[src/core/pio_dma_ctl_defs.vh]
`ifndef PIO_DMA_CTL_DEFS_VH
`define PIO_DMA_CTL_DEFS_VH
// device register addresses
`define A_OUT_DATA   16'hFC00
`define A_INIT_CTL   16'hFC01
`define A_MODE       16'hFC02
`define A_TGT_CMD    16'hFC03
`define A_BUS_LINES  16'hFC04
`define A_BUS_PHASE  16'hFC05
`define A_HIGH_DATA  16'hFC08
`define A_DMA_STATE  16'hFC10
`define A_DMA_COUNT  16'hFC11
`define A_DMA_PLOW   16'hFC12
`define A_DMA_PHIGH  16'hFC13
`define A_PWR_CTL    16'h0087
// device field positions
`define B_DRIVE      0
`define B_ACK_ASSERT 4
`define B_REQ_ASSERT 3
`define B_REQ_STATE  5
`define B_PHASE_OK   3
`define B_XFER_BUSY  0
`define B_IDLE_REQ   0
`define B_DMA_MODE   1
// controller register indices
`define R_CTRL       3'h0
`define R_DATA       3'h1
`define R_COUNT      3'h2
`define R_PLOW       3'h3
`define R_PHIGH      3'h4
`define R_STATUS     3'h5
`define R_HIGH_ID    3'h6
`define R_PHASE      3'h7
// reset values
`define RST_BYTE     8'h00
`define RST_ADDR     16'h0000
`endif

[src/core/pio_dma_ctl.v]
`timescale 1ns/100ps
`include "pio_dma_ctl_defs.vh"
// Overview of operation
// - wide bus: no selection, ignore parity
// - program phase bits for phase match
// - load byte, then set request assert
// - poll request status until active
// - check phase match, then assert ack
// - wait request false, then clear ack
// - load count and pointer before dma
// - set transfer busy bit to arm
// - then request processor idle
// - clear dma mode after interrupt, set before
module pio_dma_ctl (
  // clock and reset
  input  wire        clk,
  input  wire        nrst,
  // software port
  input  wire [2:0]  addr,
  input  wire [7:0]  wdata,
  input  wire        wr,
  input  wire        rd,
  output reg  [7:0]  rdata,
  // device register bus
  output reg  [15:0] dev_addr,
  output reg  [7:0]  dev_wdata,
  output reg         dev_wr,
  output reg         dev_rd,
  input  wire [7:0]  dev_rdata,
  input  wire        dev_irq
);

////////////////////////////////////////////////////////////////////////////////
localparam S_IDLE    = 5'h00;
localparam S_RWAIT   = 5'h01;
localparam S_P_CMD   = 5'h02;
localparam S_P_DRIVE = 5'h03;
localparam S_P_DATA  = 5'h04;
localparam S_P_REQ   = 5'h05;
localparam S_P_RD1   = 5'h06;
localparam S_P_CK1   = 5'h07;
localparam S_P_RDPH  = 5'h08;
localparam S_P_CKPH  = 5'h09;
localparam S_P_ACK   = 5'h0A;
localparam S_P_RD2   = 5'h0B;
localparam S_P_CK2   = 5'h0C;
localparam S_P_CLR   = 5'h0D;
localparam S_D_CNT   = 5'h0E;
localparam S_D_PLO   = 5'h0F;
localparam S_D_PHI   = 5'h10;
localparam S_D_MODE  = 5'h11;
localparam S_D_ARM   = 5'h12;
localparam S_D_IDLE  = 5'h13;
localparam S_D_POLL  = 5'h14;
localparam S_D_CK    = 5'h15;
localparam S_D_OFF   = 5'h16;
localparam S_D_RDCNT = 5'h17;
localparam S_D_CKCNT = 5'h18;
localparam S_H_RD    = 5'h19;
localparam S_H_CK    = 5'h1A;

reg [4:0] state;
reg [4:0] ret_state;
reg [7:0] out_byte;
reg [7:0] in_byte;
reg [7:0] count;
reg [7:0] ptr_low;
reg [7:0] ptr_high;
reg [2:0] phase;
reg [7:0] high_id;
reg [7:0] left_count;
reg [4:0] status;

wire idle    = (state == S_IDLE);
wire ctrl_wr = wr && (addr == `R_CTRL) && idle;
wire go_pio  = ctrl_wr && wdata[0];
wire go_dma  = ctrl_wr && !wdata[0] && wdata[1];
wire go_hid  = ctrl_wr && !wdata[0] && !wdata[1] && wdata[2];

// target command byte: phase bits low, request assert optional
function [7:0] cmd_byte;
  input [2:0] ph;
  input       req;
  begin
    cmd_byte = {4'h0, req, ph};
  end
endfunction

////////////////////////////////////////////////////////////////////////////////
// software-loaded parameters
always @(posedge clk or negedge nrst) begin
  if (!nrst) begin
    out_byte <= `RST_BYTE;
    count    <= `RST_BYTE;
    ptr_low  <= `RST_BYTE;
    ptr_high <= `RST_BYTE;
    phase    <= 3'h0;
  end else if (wr && idle) begin
    case (addr)
      `R_DATA:  out_byte <= wdata;
      `R_COUNT: count    <= wdata;
      `R_PLOW:  ptr_low  <= wdata;
      `R_PHIGH: ptr_high <= wdata;
      `R_PHASE: phase    <= wdata[2:0];
      default: ;
    endcase
  end
end

////////////////////////////////////////////////////////////////////////////////
// sequencer driving the device registers
always @(posedge clk or negedge nrst) begin
  if (!nrst) begin
    state      <= S_IDLE;
    ret_state  <= S_IDLE;
    dev_addr   <= `RST_ADDR;
    dev_wdata  <= `RST_BYTE;
    dev_wr     <= 1'b0;
    dev_rd     <= 1'b0;
    in_byte    <= `RST_BYTE;
    high_id    <= `RST_BYTE;
    left_count <= `RST_BYTE;
    status     <= 5'h00;
  end else begin
    dev_wr <= 1'b0;
    dev_rd <= 1'b0;
    // write one to clear; a set below in the same cycle wins
    if (wr && addr == `R_STATUS)
      status[4:1] <= status[4:1] & ~wdata[4:1];
    if (dev_irq && !idle)
      status[4] <= 1'b1;
    case (state)
      S_IDLE: begin
        status[0] <= 1'b0;
        if (go_pio) begin
          status[0] <= 1'b1;
          state     <= S_P_CMD;
        end else if (go_dma) begin
          status[0] <= 1'b1;
          state     <= S_D_CNT;
        end else if (go_hid) begin
          status[0] <= 1'b1;
          state     <= S_H_RD;
        end
      end
      S_RWAIT: state <= ret_state;
      S_P_CMD: begin
        dev_wr    <= 1'b1;
        dev_addr  <= `A_TGT_CMD;
        dev_wdata <= cmd_byte(phase, 1'b0);
        state     <= S_P_DRIVE;
      end
      S_P_DRIVE: begin
        dev_wr    <= 1'b1;
        dev_addr  <= `A_INIT_CTL;
        dev_wdata <= 8'h01 << `B_DRIVE;
        state     <= S_P_DATA;
      end
      S_P_DATA: begin
        dev_wr    <= 1'b1;
        dev_addr  <= `A_OUT_DATA;
        dev_wdata <= out_byte;
        state     <= S_P_REQ;
      end
      S_P_REQ: begin
        dev_wr    <= 1'b1;
        dev_addr  <= `A_TGT_CMD;
        dev_wdata <= cmd_byte(phase, 1'b1);
        state     <= S_P_RD1;
      end
      S_P_RD1: begin
        dev_rd    <= 1'b1;
        dev_addr  <= `A_BUS_LINES;
        ret_state <= S_P_CK1;
        state     <= S_RWAIT;
      end
      S_P_CK1: state <= dev_rdata[`B_REQ_STATE] ? S_P_RDPH : S_P_RD1;
      S_P_RDPH: begin
        dev_rd    <= 1'b1;
        dev_addr  <= `A_BUS_PHASE;
        ret_state <= S_P_CKPH;
        state     <= S_RWAIT;
      end
      S_P_CKPH: begin
        if (dev_rdata[`B_PHASE_OK]) begin
          state <= S_P_ACK;
        end else begin
          status[3] <= 1'b1;
          state     <= S_P_CLR;
        end
      end
      S_P_ACK: begin
        dev_wr    <= 1'b1;
        dev_addr  <= `A_INIT_CTL;
        dev_wdata <= (8'h01 << `B_DRIVE) | (8'h01 << `B_ACK_ASSERT);
        state     <= S_P_RD2;
      end
      S_P_RD2: begin
        dev_rd    <= 1'b1;
        dev_addr  <= `A_BUS_LINES;
        ret_state <= S_P_CK2;
        state     <= S_RWAIT;
      end
      S_P_CK2: begin
        in_byte <= dev_rdata;
        state   <= dev_rdata[`B_REQ_STATE] ? S_P_RD2 : S_P_CLR;
      end
      S_P_CLR: begin
        dev_wr    <= 1'b1;
        dev_addr  <= `A_INIT_CTL;
        dev_wdata <= 8'h01 << `B_DRIVE;
        status[1] <= 1'b1;
        state     <= S_IDLE;
      end
      S_D_CNT: begin
        dev_wr    <= 1'b1;
        dev_addr  <= `A_DMA_COUNT;
        dev_wdata <= count;
        state     <= S_D_PLO;
      end
      S_D_PLO: begin
        dev_wr    <= 1'b1;
        dev_addr  <= `A_DMA_PLOW;
        dev_wdata <= ptr_low;
        state     <= S_D_PHI;
      end
      S_D_PHI: begin
        dev_wr    <= 1'b1;
        dev_addr  <= `A_DMA_PHIGH;
        dev_wdata <= ptr_high;
        state     <= S_D_MODE;
      end
      S_D_MODE: begin
        dev_wr    <= 1'b1;
        dev_addr  <= `A_MODE;
        dev_wdata <= 8'h01 << `B_DMA_MODE;
        state     <= S_D_ARM;
      end
      S_D_ARM: begin
        dev_wr    <= 1'b1;
        dev_addr  <= `A_DMA_STATE;
        dev_wdata <= 8'h01 << `B_XFER_BUSY;
        state     <= S_D_IDLE;
      end
      S_D_IDLE: begin
        dev_wr    <= 1'b1;
        dev_addr  <= `A_PWR_CTL;
        dev_wdata <= 8'h01 << `B_IDLE_REQ;
        state     <= S_D_POLL;
      end
      S_D_POLL: begin
        if (dev_irq) begin
          state <= S_D_OFF;
        end else begin
          dev_rd    <= 1'b1;
          dev_addr  <= `A_DMA_STATE;
          ret_state <= S_D_CK;
          state     <= S_RWAIT;
        end
      end
      S_D_CK: state <= dev_rdata[`B_XFER_BUSY] ? S_D_POLL : S_D_OFF;
      S_D_OFF: begin
        dev_wr    <= 1'b1;
        dev_addr  <= `A_MODE;
        dev_wdata <= 8'h00;
        state     <= S_D_RDCNT;
      end
      S_D_RDCNT: begin
        dev_rd    <= 1'b1;
        dev_addr  <= `A_DMA_COUNT;
        ret_state <= S_D_CKCNT;
        state     <= S_RWAIT;
      end
      S_D_CKCNT: begin
        left_count <= dev_rdata;
        status[2]  <= 1'b1;
        state      <= S_IDLE;
      end
      S_H_RD: begin
        dev_rd    <= 1'b1;
        dev_addr  <= `A_HIGH_DATA;
        ret_state <= S_H_CK;
        state     <= S_RWAIT;
      end
      S_H_CK: begin
        high_id   <= dev_rdata;
        status[1] <= 1'b1;
        state     <= S_IDLE;
      end
      default: state <= S_IDLE;
    endcase
  end
end

////////////////////////////////////////////////////////////////////////////////
// software read port, data one cycle after the strobe
always @(posedge clk or negedge nrst) begin
  if (!nrst) begin
    rdata <= `RST_BYTE;
  end else if (rd) begin
    case (addr)
      `R_CTRL:    rdata <= {3'h0, state};
      `R_DATA:    rdata <= in_byte;
      `R_COUNT:   rdata <= left_count;
      `R_PLOW:    rdata <= ptr_low;
      `R_PHIGH:   rdata <= ptr_high;
      `R_STATUS:  rdata <= {3'h0, status};
      `R_HIGH_ID: rdata <= high_id;
      default:    rdata <= {5'h00, phase};
    endcase
  end else begin
    rdata <= `RST_BYTE;
  end
end

endmodule

[config.mk]
export PLATFORM = sky130hd
export DESIGN_NAME = pio_dma_ctl
export DESIGN_NICKNAME = d
export VERILOG_FILES = /design/src/core/pio_dma_ctl.v
export VERILOG_INCLUDE_DIRS = /design/src /design/src/core
export SDC_FILE = /design/constraint.sdc
export NUM_CORES = 1
export LEC_CHECK = 0
export ABC_CLOCK_PERIOD_IN_PS = 4800
export BUFFER_PORTS_ARGS = -buffer_cell sky130_fd_sc_hd__buf_4
export CAP_MARGIN = 20
export CORE_ASPECT_RATIO = 1.25
export CORE_UTILIZATION = 55
export DETAILED_ROUTE_END_ITERATION = 7
export GPL_ROUTABILITY_DRIVEN = 0
export HOLD_SLACK_MARGIN = 0.02
export PLACE_DENSITY = 0.76
export SYNTH_ARGS = -nofsm -noshare
export SYNTH_HDL_FRONTEND = slang
export SYNTH_SLANG_ARGS = --single-unit
[constraint.sdc]
create_clock -name clk -period 4.8 [get_ports clk]
set_input_delay 0.24 -clock clk [delete_from_list [all_inputs] [get_ports clk]]
set_output_delay 0.24 -clock clk [all_outputs]
set_load 0.05 [all_outputs]
# Yosys cells after proc, flatten, opt, wreduce, memory -nomap -nowiden
# Cells that the tools add are included.
# classes
addsub	0
n_mul	0
n_div	0
n_lt_le_gt_ge	0
eq_ne	35
shifts	0
mux	28
n_bitwise	2
n_reduce_logical	37
# ops
cell	n
$pmux W16 S13	1
$pmux W5 S20	1
$pmux W8 S10	1
$pmux W8 S7	1
$eq A5 B5 Y1 const B	11
$eq A5 B4 Y1 const B	8
$pmux W5 S6	1
$mux W5	5
$eq A5 B3 Y1 const B	4
$mux W16	1
$reduce_and A2 Y1	7
$reduce_bool A13 Y1	1
$reduce_or A13 Y1	1
$eq A3 B3 Y1 const B	4
$eq A5 B2 Y1 const B	2
$logic_and A1 B1 Y1	10
$mux W1	10
$reduce_bool A10 Y1	1
$reduce_or A2 Y1	5
$mux W4	2
$mux W8	1
$eq A3 B2 Y1 const B	2
$mux W3	2
$reduce_bool A2 Y1	3
other kinds (15)	17
# totals
regBits	108
latch_bits	0
ram_bits	0
rom_bits	0
input_bits	24
output_inout_bits	34
word_cells	122
memories	0

# Logic depth before layout (Yosys ltp)
# Gate-level depths: netlist (run 1).
# logic_depth
word_depth	10
ltp_mapped	8

# Worst setup path before layout (run 1)
# OpenSTA, ideal clock, no wires.
# synth_timing
path_type	register to register
start	register state[1]
end	register count[2]
setup_time_ns	0.125
t_arrival_ns	1.774
t_required_ns	4.675
slack_ns	2.901
stages_incl_launch_ff	7
n_path_buf	1
synth_period_minus_slack_ns	1.899
cell_sequence	dfrtp_1 buf_2 or2_4 nor3_4 nand3_2 nor3_4 mux2_2
# synth_via
elab_chain_len	3
# synth_rtl
element	line_no	source
from (decl)	pio_dma_ctl.v:62	reg [4:0] state;
from (signal assigned)	pio_dma_ctl.v:146	S_RWAIT: state <= ret_state;
from (signal assigned)	pio_dma_ctl.v:177	S_P_CK1: state <= dev_rdata[`B_REQ_STATE] ? S_P_RDPH : S_P_RD1;
from (signal assigned)	pio_dma_ctl.v:206	state <= dev_rdata[`B_REQ_STATE] ? S_P_RD2 : S_P_CLR;
$logic_not A5 Y1	pio_dma_ctl.v:74	wire idle = (state == S_IDLE);
$logic_and A1 B1 Y1	pio_dma_ctl.v:98	end else if (wr && idle) begin
$reduce_and A2 Y1 (no line)	-	
to (signal assigned)	pio_dma_ctl.v:94	count <= `RST_BYTE;
to (signal assigned)	pio_dma_ctl.v:101	`R_COUNT: count <= wdata;
to (decl)	pio_dma_ctl.v:66	reg [7:0] count;
# Every way passes these cells.
# A chain may end at the register's enable or synchronous reset.

# Final worst setup path (run 1)
# layout_timing
start	register state[2]
end	register count[1]
# Same word-level chain as after synthesis.

==> reports/metrics.yaml, run 1 <==
fin_area_um2: 5900
period_needed_ps: 2730
via_per_inst: 6.39
rows: 39
die_x_um: 89.0
start_util: 0.567
n_antenna_cell: 0
place_area_um2: 5610
max_cap_viol_count: 0
htree_num_levels: 3
ys_seq_elements: 99
drtPass1Iterations: 6
gr-total-overflow: 0
hpwl_um: 9290
clock_power_share: 0.182
synth_area_leaders: "dfrtp_1 (48%), mux2_2 (13%), o21ai_0 (3.0%)"
ys.flop_type: "dfrtp_1"
setup_tns_ps: 0
report.final.slew_viol_count: 0
post_cts_buffers: 0
ff_latch_area_um2: 2480
hold_path.class: "in2reg"
drive_above_1_share: 0.284
dieArea_um2: 9850
cp_data_arrival_time_ps: 2960
antenna_found_initial: 0
synthCells: 488
worstPathRequired_ps: 5040
cts_buffers: 9
hold_depth: 2
synth_top_area_share: 0.476
finalCritPeriodShare: 0.568
die_h_um: 111
nets: 544
yosysSeqAreaShare: 0.476
synth_cell_types: 63
ys.warnings.count: 0
async_flop_share: 1.00
drcViolationCount: 0
ant_nets: 0
areaGrowthSynthToFinish_pct: 13.5
end_kind: "flip-flop"
clockRootBuffer: "clkbuf_16"
synth_enable_flop_cells: 0
switchingPower_mw: 1.66
synth_area_leader_cell: "dfrtp_1"
max_freq_mhz: 366
multi_input_area_um2: 2490
grt_max_degree: 63
crit_type: "reg2reg"
internal-power_mw: 2.14
coreArea_um2: 9170
final_hold_viol_count: 0
clock_skew_ps: 3.83
critical_path.max_fanout: 29
drtIter0Drc: 439
io_pins: 58
syn_area_um2: 5200
startpoint_type: "flip-flop"
power_density_nw_per_um2: 644
switching_share: 0.436
share_comb_of_total_power: 0.451
wl_per_cell_um: 20.5
stdcell_count: 648
hold_slack_ps: 134
cts_tree: "done"
peakVddDrop_v: 0.000316
rr_worst_depth: 5
cts.sinks: 99
vias: 4142
grt_pass1_wl_um: 21500
power.leakage_nw: 2.66
wirelength_um: 13300
io_buffers: 53
track_usage: 0.291
worstMarginPinSlew_ps: 967
fillers: 777
synth_most_common_cell: "dfrtp_1"
placedCellCount: 631
clock_path_buffers: 2
cts-resized-gates: 0
seqPwrFrac: 0.367
outcome: "finished clean"
postCtsHoldBufs: 1
clkTransAtPathRegs_ps: 70
rsz0062_at_grt: "no"
first_global_vias: 4104
relSlewSlack: 0.355
clock_latency_ps: 350
setup-violations-final: 0
synth.top_cells.by_count: "dfrtp_1 (99), mux2_2 (62), nand2_1 (39)"
postSynthAreaPerCell_um2: 10.7
[final cells by class]
type	count	share of cell area
flip-flops and latches	99	0.420
inverters	12	0.00763
clock buffers	9	0.0381
clock inverters	7	0.00996
repair buffers	58	0.0776
multi-input cells	340	0.421
well taps	123	0.0261
[through the flow]
step                setup WS (ps)  power, mW  utilization
global route                 1850       4.02        0.644
detailed placement           2120       3.09        0.612
floorplan                    2900       2.62            -
finish                       2070       3.80        0.644
CTS                          2100       3.79        0.644
global placement             2020       3.03        0.609
[critical path: stages (launching register included)]
cell	delay, ps
dfrtp_1	740
or2_1	470
nor3_4	350
nand3_2	180
nor3_4	470
mux2_2	400
[routing by layer]
metal	up-vias	part of all wire	GRT usage
met3	28	0.072	0.0603
met1	2022	0.41	0.401
met5	-	0	0
li1	1865	-	-
met4	0	0.030	0.147
met2	227	0.48	0.435
[sequential cells by signal, indices dropped and copies added, names as in the netlist]
register and cells:
dev_rd 1, ptr_high 8, state 5, in_byte 8, high_id 8, ret_state 5
status 5, out_byte 8, count 8, phase 3, dev_addr 7, left_count 8
dev_wdata 8, ptr_low 8, rdata 8, dev_wr 1
[power groups by stage]
stage | clock (mW) | combinational (mW) | sequential, mW
after global routing | 0.742 | 1.84 | 1.43
after global placement | 0 | 1.63 | 1.40
final | 0.694 | 1.71 | 1.40
after floorplan | 0 | 1.15 | 1.48
after detailed placement | 0 | 1.69 | 1.40
after CTS | 0.701 | 1.70 | 1.39
[cell usage in the layout (no fill, tap or decap), drive strengths merged, types with 3 or more instances in the layout]
cell,n
nand4b,3
nand2,39
a221o,8
a22o,5
mux4,3
nor2,37
a211o,3
a211oi,10
mux2,62
a31oi,4
nand2b,9
o32ai,6
nor3,9
a21oi,21
clkbuf,9
conb,4
nand3,9
nor2b,11
o22ai,3
dfrtp,99
a22oi,8
a221oi,3
mux2i,13
clkinv,4
buf,57
a21o,3
or2,3
o21ai,31
inv,14
[worst paths after layout]
path	from	endpoint	slack, ps
hold reg to reg	dev_addr[7]$_DFFE_PN0P_	dev_addr[7]$_DFFE_PN0P_	480
min in group asynchronous	nrst	dev_addr[14]$_DFFE_PN0P_	380
max in group asynchronous	nrst	count[4]$_DFFE_PN0P_	3260
hold / removal	dev_rdata[2]	in_byte[2]$_DFFE_PN0N_	130
setup reg to reg	state[2]$_DFFE_PN0P_	count[1]$_DFFE_PN0P_	2070
setup / recovery	state[2]$_DFFE_PN0P_	count[1]$_DFFE_PN0P_	2070
[cell families (layout without fill, tap and decap cells)]
family          Yosys count  after routing  synth area share
simple gates            132            132             0.132
other cells               1              4          0.000721
mux                      78             78             0.172
compound gates          126            126             0.171
flops                    99             99             0.476
buf+inv                  52             86            0.0476
No activity file was read; power rests on OpenSTA's default activity.
==> run 2: changes to the inputs <==
--- a/config.mk
+++ b/config.mk
@@ -6,7 +6,8 @@
 export SDC_FILE = /design/constraint.sdc
 export NUM_CORES = 1
 export LEC_CHECK = 0
-export ABC_CLOCK_PERIOD_IN_PS = 4800
+export ABC_AREA = 1
+export ABC_CLOCK_PERIOD_IN_PS = 2630
 export BUFFER_PORTS_ARGS = -buffer_cell sky130_fd_sc_hd__buf_4
 export CAP_MARGIN = 20
 export CORE_ASPECT_RATIO = 1.25
==> constraint.sdc (replaced) <==
create_clock -name clk -period 2.63 [get_ports clk]
set_input_delay 0.1315 -clock clk [delete_from_list [all_inputs] [get_ports clk]]
set_output_delay 0.1315 -clock clk [all_outputs]
set_load 0.05 [all_outputs]
==> run 2 against run 1 <==
Total power increased by 70%. Critical endpoint is now dev_addr[4]$_DFFE_PN0P_. Area after synthesis decreased by 4.6%. Wire length is 0.64% higher. Global-route usage increased by 1.4 points. Critical path depth up 2. Clock power increased by 44%. Die area fell by 4.5%. Clock skew is 4.6 ps higher.
==> reports/metrics.yaml, run 2 <==
outcome: "finished clean"
synth_most_common_cell: "nand2_1"
wirelength_um: 13400
drive_above_1_share: 0.160
crit_buf_inv: 1
hold_path.class: "in2reg"
cts.sinks: 99
end_kind: "flip-flop"
ys.warnings.count: 0
cp_slowest_stage_delay_ps: 610
drtPass1Iterations: 6
first_global_vias: 4281
n_antenna_cell: 0
dieArea_um2: 9400
die_h_um: 108
clock_skew_ps: 8.47
nets: 702
period_needed_ps: 2060
rows: 38
critical_path.max_fanout: 15
synth.top_cells.by_count: "nand2_1 (178), dfrtp_1 (99), o21ai_0 (80)"
startpoint_type: "flip-flop"
antenna_found_initial: 0
die_x_um: 86.9
grt_max_degree: 56
synthCells: 621
worstMarginPinSlew_ps: 815
cpMostUsedCell: "nand2_1"
clockRootBuffer: "clkbuf_8"
drcViolationCount: 0
track_usage: 0.306
final_common_cell: "nand2_1"
areaGrowthSynthToFinish_pct: 14.4
postCtsHoldBufs: 8
async_flop_share: 1.00
power.leakage_nw: 2.98
clock_latency_ps: 370
stdcell_count: 803
report.final.slew_viol_count: 0
ant_nets: 0
rsz0062_at_grt: "no"
io_buffers: 53
relSlewSlack: 0.453
crit_type: "reg2reg"
crit_chain: "inv_2, nand3_2, nor2_1, a31oi_1, nand2_1, nand3_1, nand2_1"
worstPathRequired_ps: 2940
setup_tns_ps: 0
synth_top_area_share: 0.499
clkTransAtPathRegs_ps: 100
cts_tree: "done"
via_per_inst: 5.77
worst_path_max_delay_cell: "nor2_1"
yosysSeqAreaShare: 0.499
cts-resized-gates: 0
max_cap_viol_count: 0
clock_path_buffers: 2
grt_pass1_wl_um: 21400
layout_common_cells: "nand2_1 (178), dfrtp_1 (99), o21ai_0 (80)"
wl_per_cell_um: 16.6
final_hold_viol_count: 0
power_density_nw_per_um2: 1140
p_total_mw: 6.45
start_util: 0.570
synth_area_leader_cell: "dfrtp_1"
post_cts_buffers: 0
postSynthAreaPerCell_um2: 7.99
io_pins: 58
max_freq_mhz: 485
synth_enable_flop_cells: 0
synth_area_leaders: "dfrtp_1 (50%), nand2_1 (13%), o21ai_0 (8.1%)"
ys.flop_type: "dfrtp_1"
setup-violations-final: 0
finalCritPeriodShare: 0.783
coreArea_um2: 8700
cp_data_arrival_time_ps: 2370
syn_area_um2: 4960
hpwl_um: 9800
crit_family: "simple AND/OR/NAND/NOR gates"
vias: 4637
synth_cell_types: 34
cts_buffers: 9
gr-total-overflow: 0
final_util: 0.652
ys_seq_elements: 99
htree_num_levels: 3
placedCellCount: 779
peakVddDrop_v: 0.000463
drtIter0Drc: 523
## run 2: logic make-up (layout without fill, tap and decap cells)
group                  count (synthesis)  count (layout)  synth area share
buffers and inverters                 93             152            0.0860
other                                  1               4          0.000756
AND/OR/NAND/NOR                      306             306             0.279
AO/OA/AOI/OAI                        122             122             0.135
flip-flops                            99              99             0.499
## run 2: report_power, final
| group | leakage, nW | total [mW] | internal [mW] | switching, mW |
|---|---|---|---|---|
| Clock | 0.0999 | 1.00 | 0.470 | 0.531 |
| Sequential | 1.23 | 2.55 | 2.12 | 0.422 |
| Combinational | 1.65 | 2.90 | 0.874 | 2.03 |
| Total | 2.98 | 6.45 | 3.47 | 2.98 |
## run 2: per-stage QoR
step	area (um2)	hold slack, ps	setup slack, ps
CTS	5680	29.0	667
floorplan	4970	-164	1080
finish	5680	39.6	570
detailed placement	5390	173	677
global route	5680	39.1	434
global placement	5390	166	760
## run 2: area by class of cell
cell class	instances	area (um2)
clock buffers	11	141
clock inverters	5	60.1
fillers	743	3030
inverters	73	274
multi-input cells	432	2070
flip-flops and latches	99	2480
well taps	120	150
repair buffers	63	505
## run 2: worst paths after layout
check                                         from                 endpoint  slack [ps]  cells after the start
max                           state[4]$_DFFE_PN0P_  dev_addr[4]$_DFFE_PN0P_         570                      7
min in group asynchronous                     nrst   in_byte[1]$_DFFE_PN0N_         300                      2
min                                   dev_rdata[5]   high_id[5]$_DFFE_PN0N_          40                      3
max reg2reg                   state[4]$_DFFE_PN0P_  dev_addr[4]$_DFFE_PN0P_         570                      7
min reg2reg                dev_addr[7]$_DFFE_PN0P_  dev_addr[7]$_DFFE_PN0P_         480                      2
max in group asynchronous                     nrst  dev_addr[1]$_DFFE_PN0P_        1650                      3
## run 2: worst register-to-register path, cell delays in order, from the launching register on
cell	delay, ps
dfrtp_1	600
inv_2	230
nand3_2	140
nor2_1	610
a31oi_1	160
nand2_1	120
nand3_1	80
nand2_1	70
## run 2: metal layers
layer,routed length [um],vias up,share of wire,track usage
met2,6520,282,0.49,0.504
met1,5080,2145,0.38,0.380
met3,1020,81,0.076,0.0458
li1,-,2129,-,-
met5,0,-,0,0
met4,741,0,0.055,0.181
==> run 3: changes to the inputs <==
--- a/config.mk
+++ b/config.mk
@@ -6,12 +6,12 @@
 export SDC_FILE = /design/constraint.sdc
 export NUM_CORES = 1
 export LEC_CHECK = 0
-export ABC_AREA = 1
-export ABC_CLOCK_PERIOD_IN_PS = 2630
+export ABC_AREA = 0
+export ABC_CLOCK_PERIOD_IN_PS = 1850
 export BUFFER_PORTS_ARGS = -buffer_cell sky130_fd_sc_hd__buf_4
 export CAP_MARGIN = 20
 export CORE_ASPECT_RATIO = 1.25
-export CORE_UTILIZATION = 55
+export CORE_UTILIZATION = 53
 export DETAILED_ROUTE_END_ITERATION = 7
 export GPL_ROUTABILITY_DRIVEN = 0
 export HOLD_SLACK_MARGIN = 0.02
==> constraint.sdc (replaced) <==
create_clock -name clk -period 1.85 [get_ports clk]
set_input_delay 0.0925 -clock clk [delete_from_list [all_inputs] [get_ports clk]]
set_output_delay 0.0925 -clock clk [all_outputs]
set_load 0.05 [all_outputs]
==> run 3 against run 2 <==
Clock skew down 3.9 ps. Largest power group unchanged. Critical path type unchanged. Clock power up 83%. Worst setup slack got worse by 760 ps. First-iteration DRC count grew 9.9%. Cell area increased by 19%. Final cell count is 9.7% lower. Global-route usage hardly changed. Critical path depth stayed put. Via count grew 1.8%. The flow now finishes with violations (setup timing). Sequential share of layout area shrank 6.9 points.
==> reports/metrics.yaml, run 3 (same netlist as run 1, synthesis figures left out) <==
outcome: "finished, violations left"
violations: "setup timing"
worst_path_max_delay_cell: "dfrtp_1"
clock_latency_ps: 350
clock_skew_ps: 4.55
layout_common_cells: "buf_4 (106), dfrtp_1 (99), mux2_2 (46)"
fillers: 648
crit_chain: "buf_4, clkinv_1, buf_4, a21oi_1, a211o_1, o32ai_1, a311o_1"
max_freq_mhz: 491
startpoint_type: "flip-flop"
crit_buf_inv: 3
power_density_nw_per_um2: 1690
ant_nets: 0
cts_tree: "done"
setup-violations-final: 26
grt_pass1_wl_um: 23800
nets: 618
crit_type: "reg2reg"
areaGrowthSynthToFinish_pct: 29.5
wirelength_um: 15500
cpMostUsedCell: "buf_4"
coreArea_um2: 9560
vias: 4720
drcViolationCount: 0
track_usage: 0.306
clkTransAtPathRegs_ps: 70
critical_path.max_fanout: 19
via_per_inst: 6.51
clockRootBuffer: "clkbuf_16"
finalCritPeriodShare: 1.10
dieArea_um2: 10200
hold_path.class: "in2reg"
htree_num_levels: 3
share_comb_of_total_power: 0.537
power.leakage_nw: 3.08
period_needed_ps: 2040
peakVddDrop_v: 0.000845
end_kind: "flip-flop"
first_global_vias: 4588
rsz0062_at_grt: "yes"
wl_per_cell_um: 21.4
die_h_um: 113
gr-total-overflow: 0
cts_buffers: 9
internal-power_mw: 6.49
die_x_um: 90.6
worstPathRequired_ps: 2080
crit_family: "compound AO/OA/AOI/OAI gates"
relSlewSlack: 0.589
start_util: 0.544
max_cap_viol_count: 0
report.final.slew_viol_count: 0
setup_ws_ps: -185
grt_max_degree: 34
io_pins: 58
final_common_cell: "buf_4"
hold_slack_ps: 20.0
antenna_found_initial: 0
drtIter0Drc: 575
drive_above_1_share: 0.392
hpwl_um: 10400
io_buffers: 53
worstMarginPinSlew_ps: 608
final_hold_viol_count: 0
cp_slowest_stage_delay_ps: 440
clock_power_share: 0.160
seqPwrFrac: 0.303
n_antenna_cell: 0
rows: 40
switchingPower_mw: 4.91
clock_path_buffers: 2
switching_share: 0.431
cts.sinks: 99
cp_data_arrival_time_ps: 2260
final_util: 0.704
drtPass1Iterations: 7
## run 3: worst paths after layout
path                                    startpoint                        to  slack, ps  cells after the start
max in group asynchronous                     nrst    high_id[1]$_DFFE_PN0N_       1070                      3
hold / removal                        dev_rdata[0]    in_byte[0]$_DFFE_PN0N_         20                      2
setup / recovery              state[2]$_DFFE_PN0P_      state[1]$_DFFE_PN0P_       -190                      7
min in group asynchronous                     nrst  dev_wdata[3]$_DFFE_PN0P_        170                      2
setup reg to reg              state[2]$_DFFE_PN0P_      state[1]$_DFFE_PN0P_       -190                      7
hold reg to reg            dev_addr[7]$_DFFE_PN0P_   dev_addr[7]$_DFFE_PN0P_        490                      1
## run 3: area by class of cell
| type | instances | area [um2] | share of cell area |
|---|---|---|---|
| inverter | 12 | 45.0 | 0.00669 |
| tap | 126 | 158 | 0.0234 |
| timing repair buffer | 132 | 1110 | 0.165 |
| clock inverter | 7 | 60.1 | 0.00892 |
| multi-input combinational | 340 | 2660 | 0.395 |
| clock buffer | 9 | 225 | 0.0334 |
| sequential | 99 | 2480 | 0.368 |
## run 3: power by group through the flow
stage | Sequential (mW) | Combinational [mW] | Clock [mW]
finish | 3.45 | 6.12 | 1.83
global route | 3.52 | 6.45 | 1.93
CTS | 3.41 | 5.55 | 1.83
detailed placement | 3.43 | 5.30 | 0
global placement | 3.40 | 5.21 | 0
floorplan | 3.84 | 2.97 | 0
## run 3: metal layers
layer  up-vias  global-route usage  wire (um)
li1       2007                   -          -
met1      2291               0.381       5840
met2       323               0.495       7490
met3        99              0.0726       1270
met4         0               0.165        945
met5         -                   0          0
## run 3: metrics by stage
step / setup TNS [ps] / power (mW) / setup slack (ps) / instances / area, um2
after global routing: -2800 / 11.9 / -133 / 725 / 6730
after global placement: -1330 / 8.61 / -94.4 / 690 / 6050
after floorplan: -389 / 6.81 / -48.7 / 491 / 5210
after CTS: -5.93 / 10.8 / -5.13 / 721 / 6540
after detailed placement: -2790 / 8.74 / -158 / 690 / 6050
final: -1260 / 11.4 / -185 / 725 / 6730
## run 3: repair_timing
item                                    in CTS  in global routing
endpoints found under the setup margin      50                 67
hold endpoints to repair                    93                  1
hold buffers                                10                  1
gates resized for setup                     17                 40
pin swaps                                    2                  3
setup buffers                                5                  3
gates cloned                                 0                  0
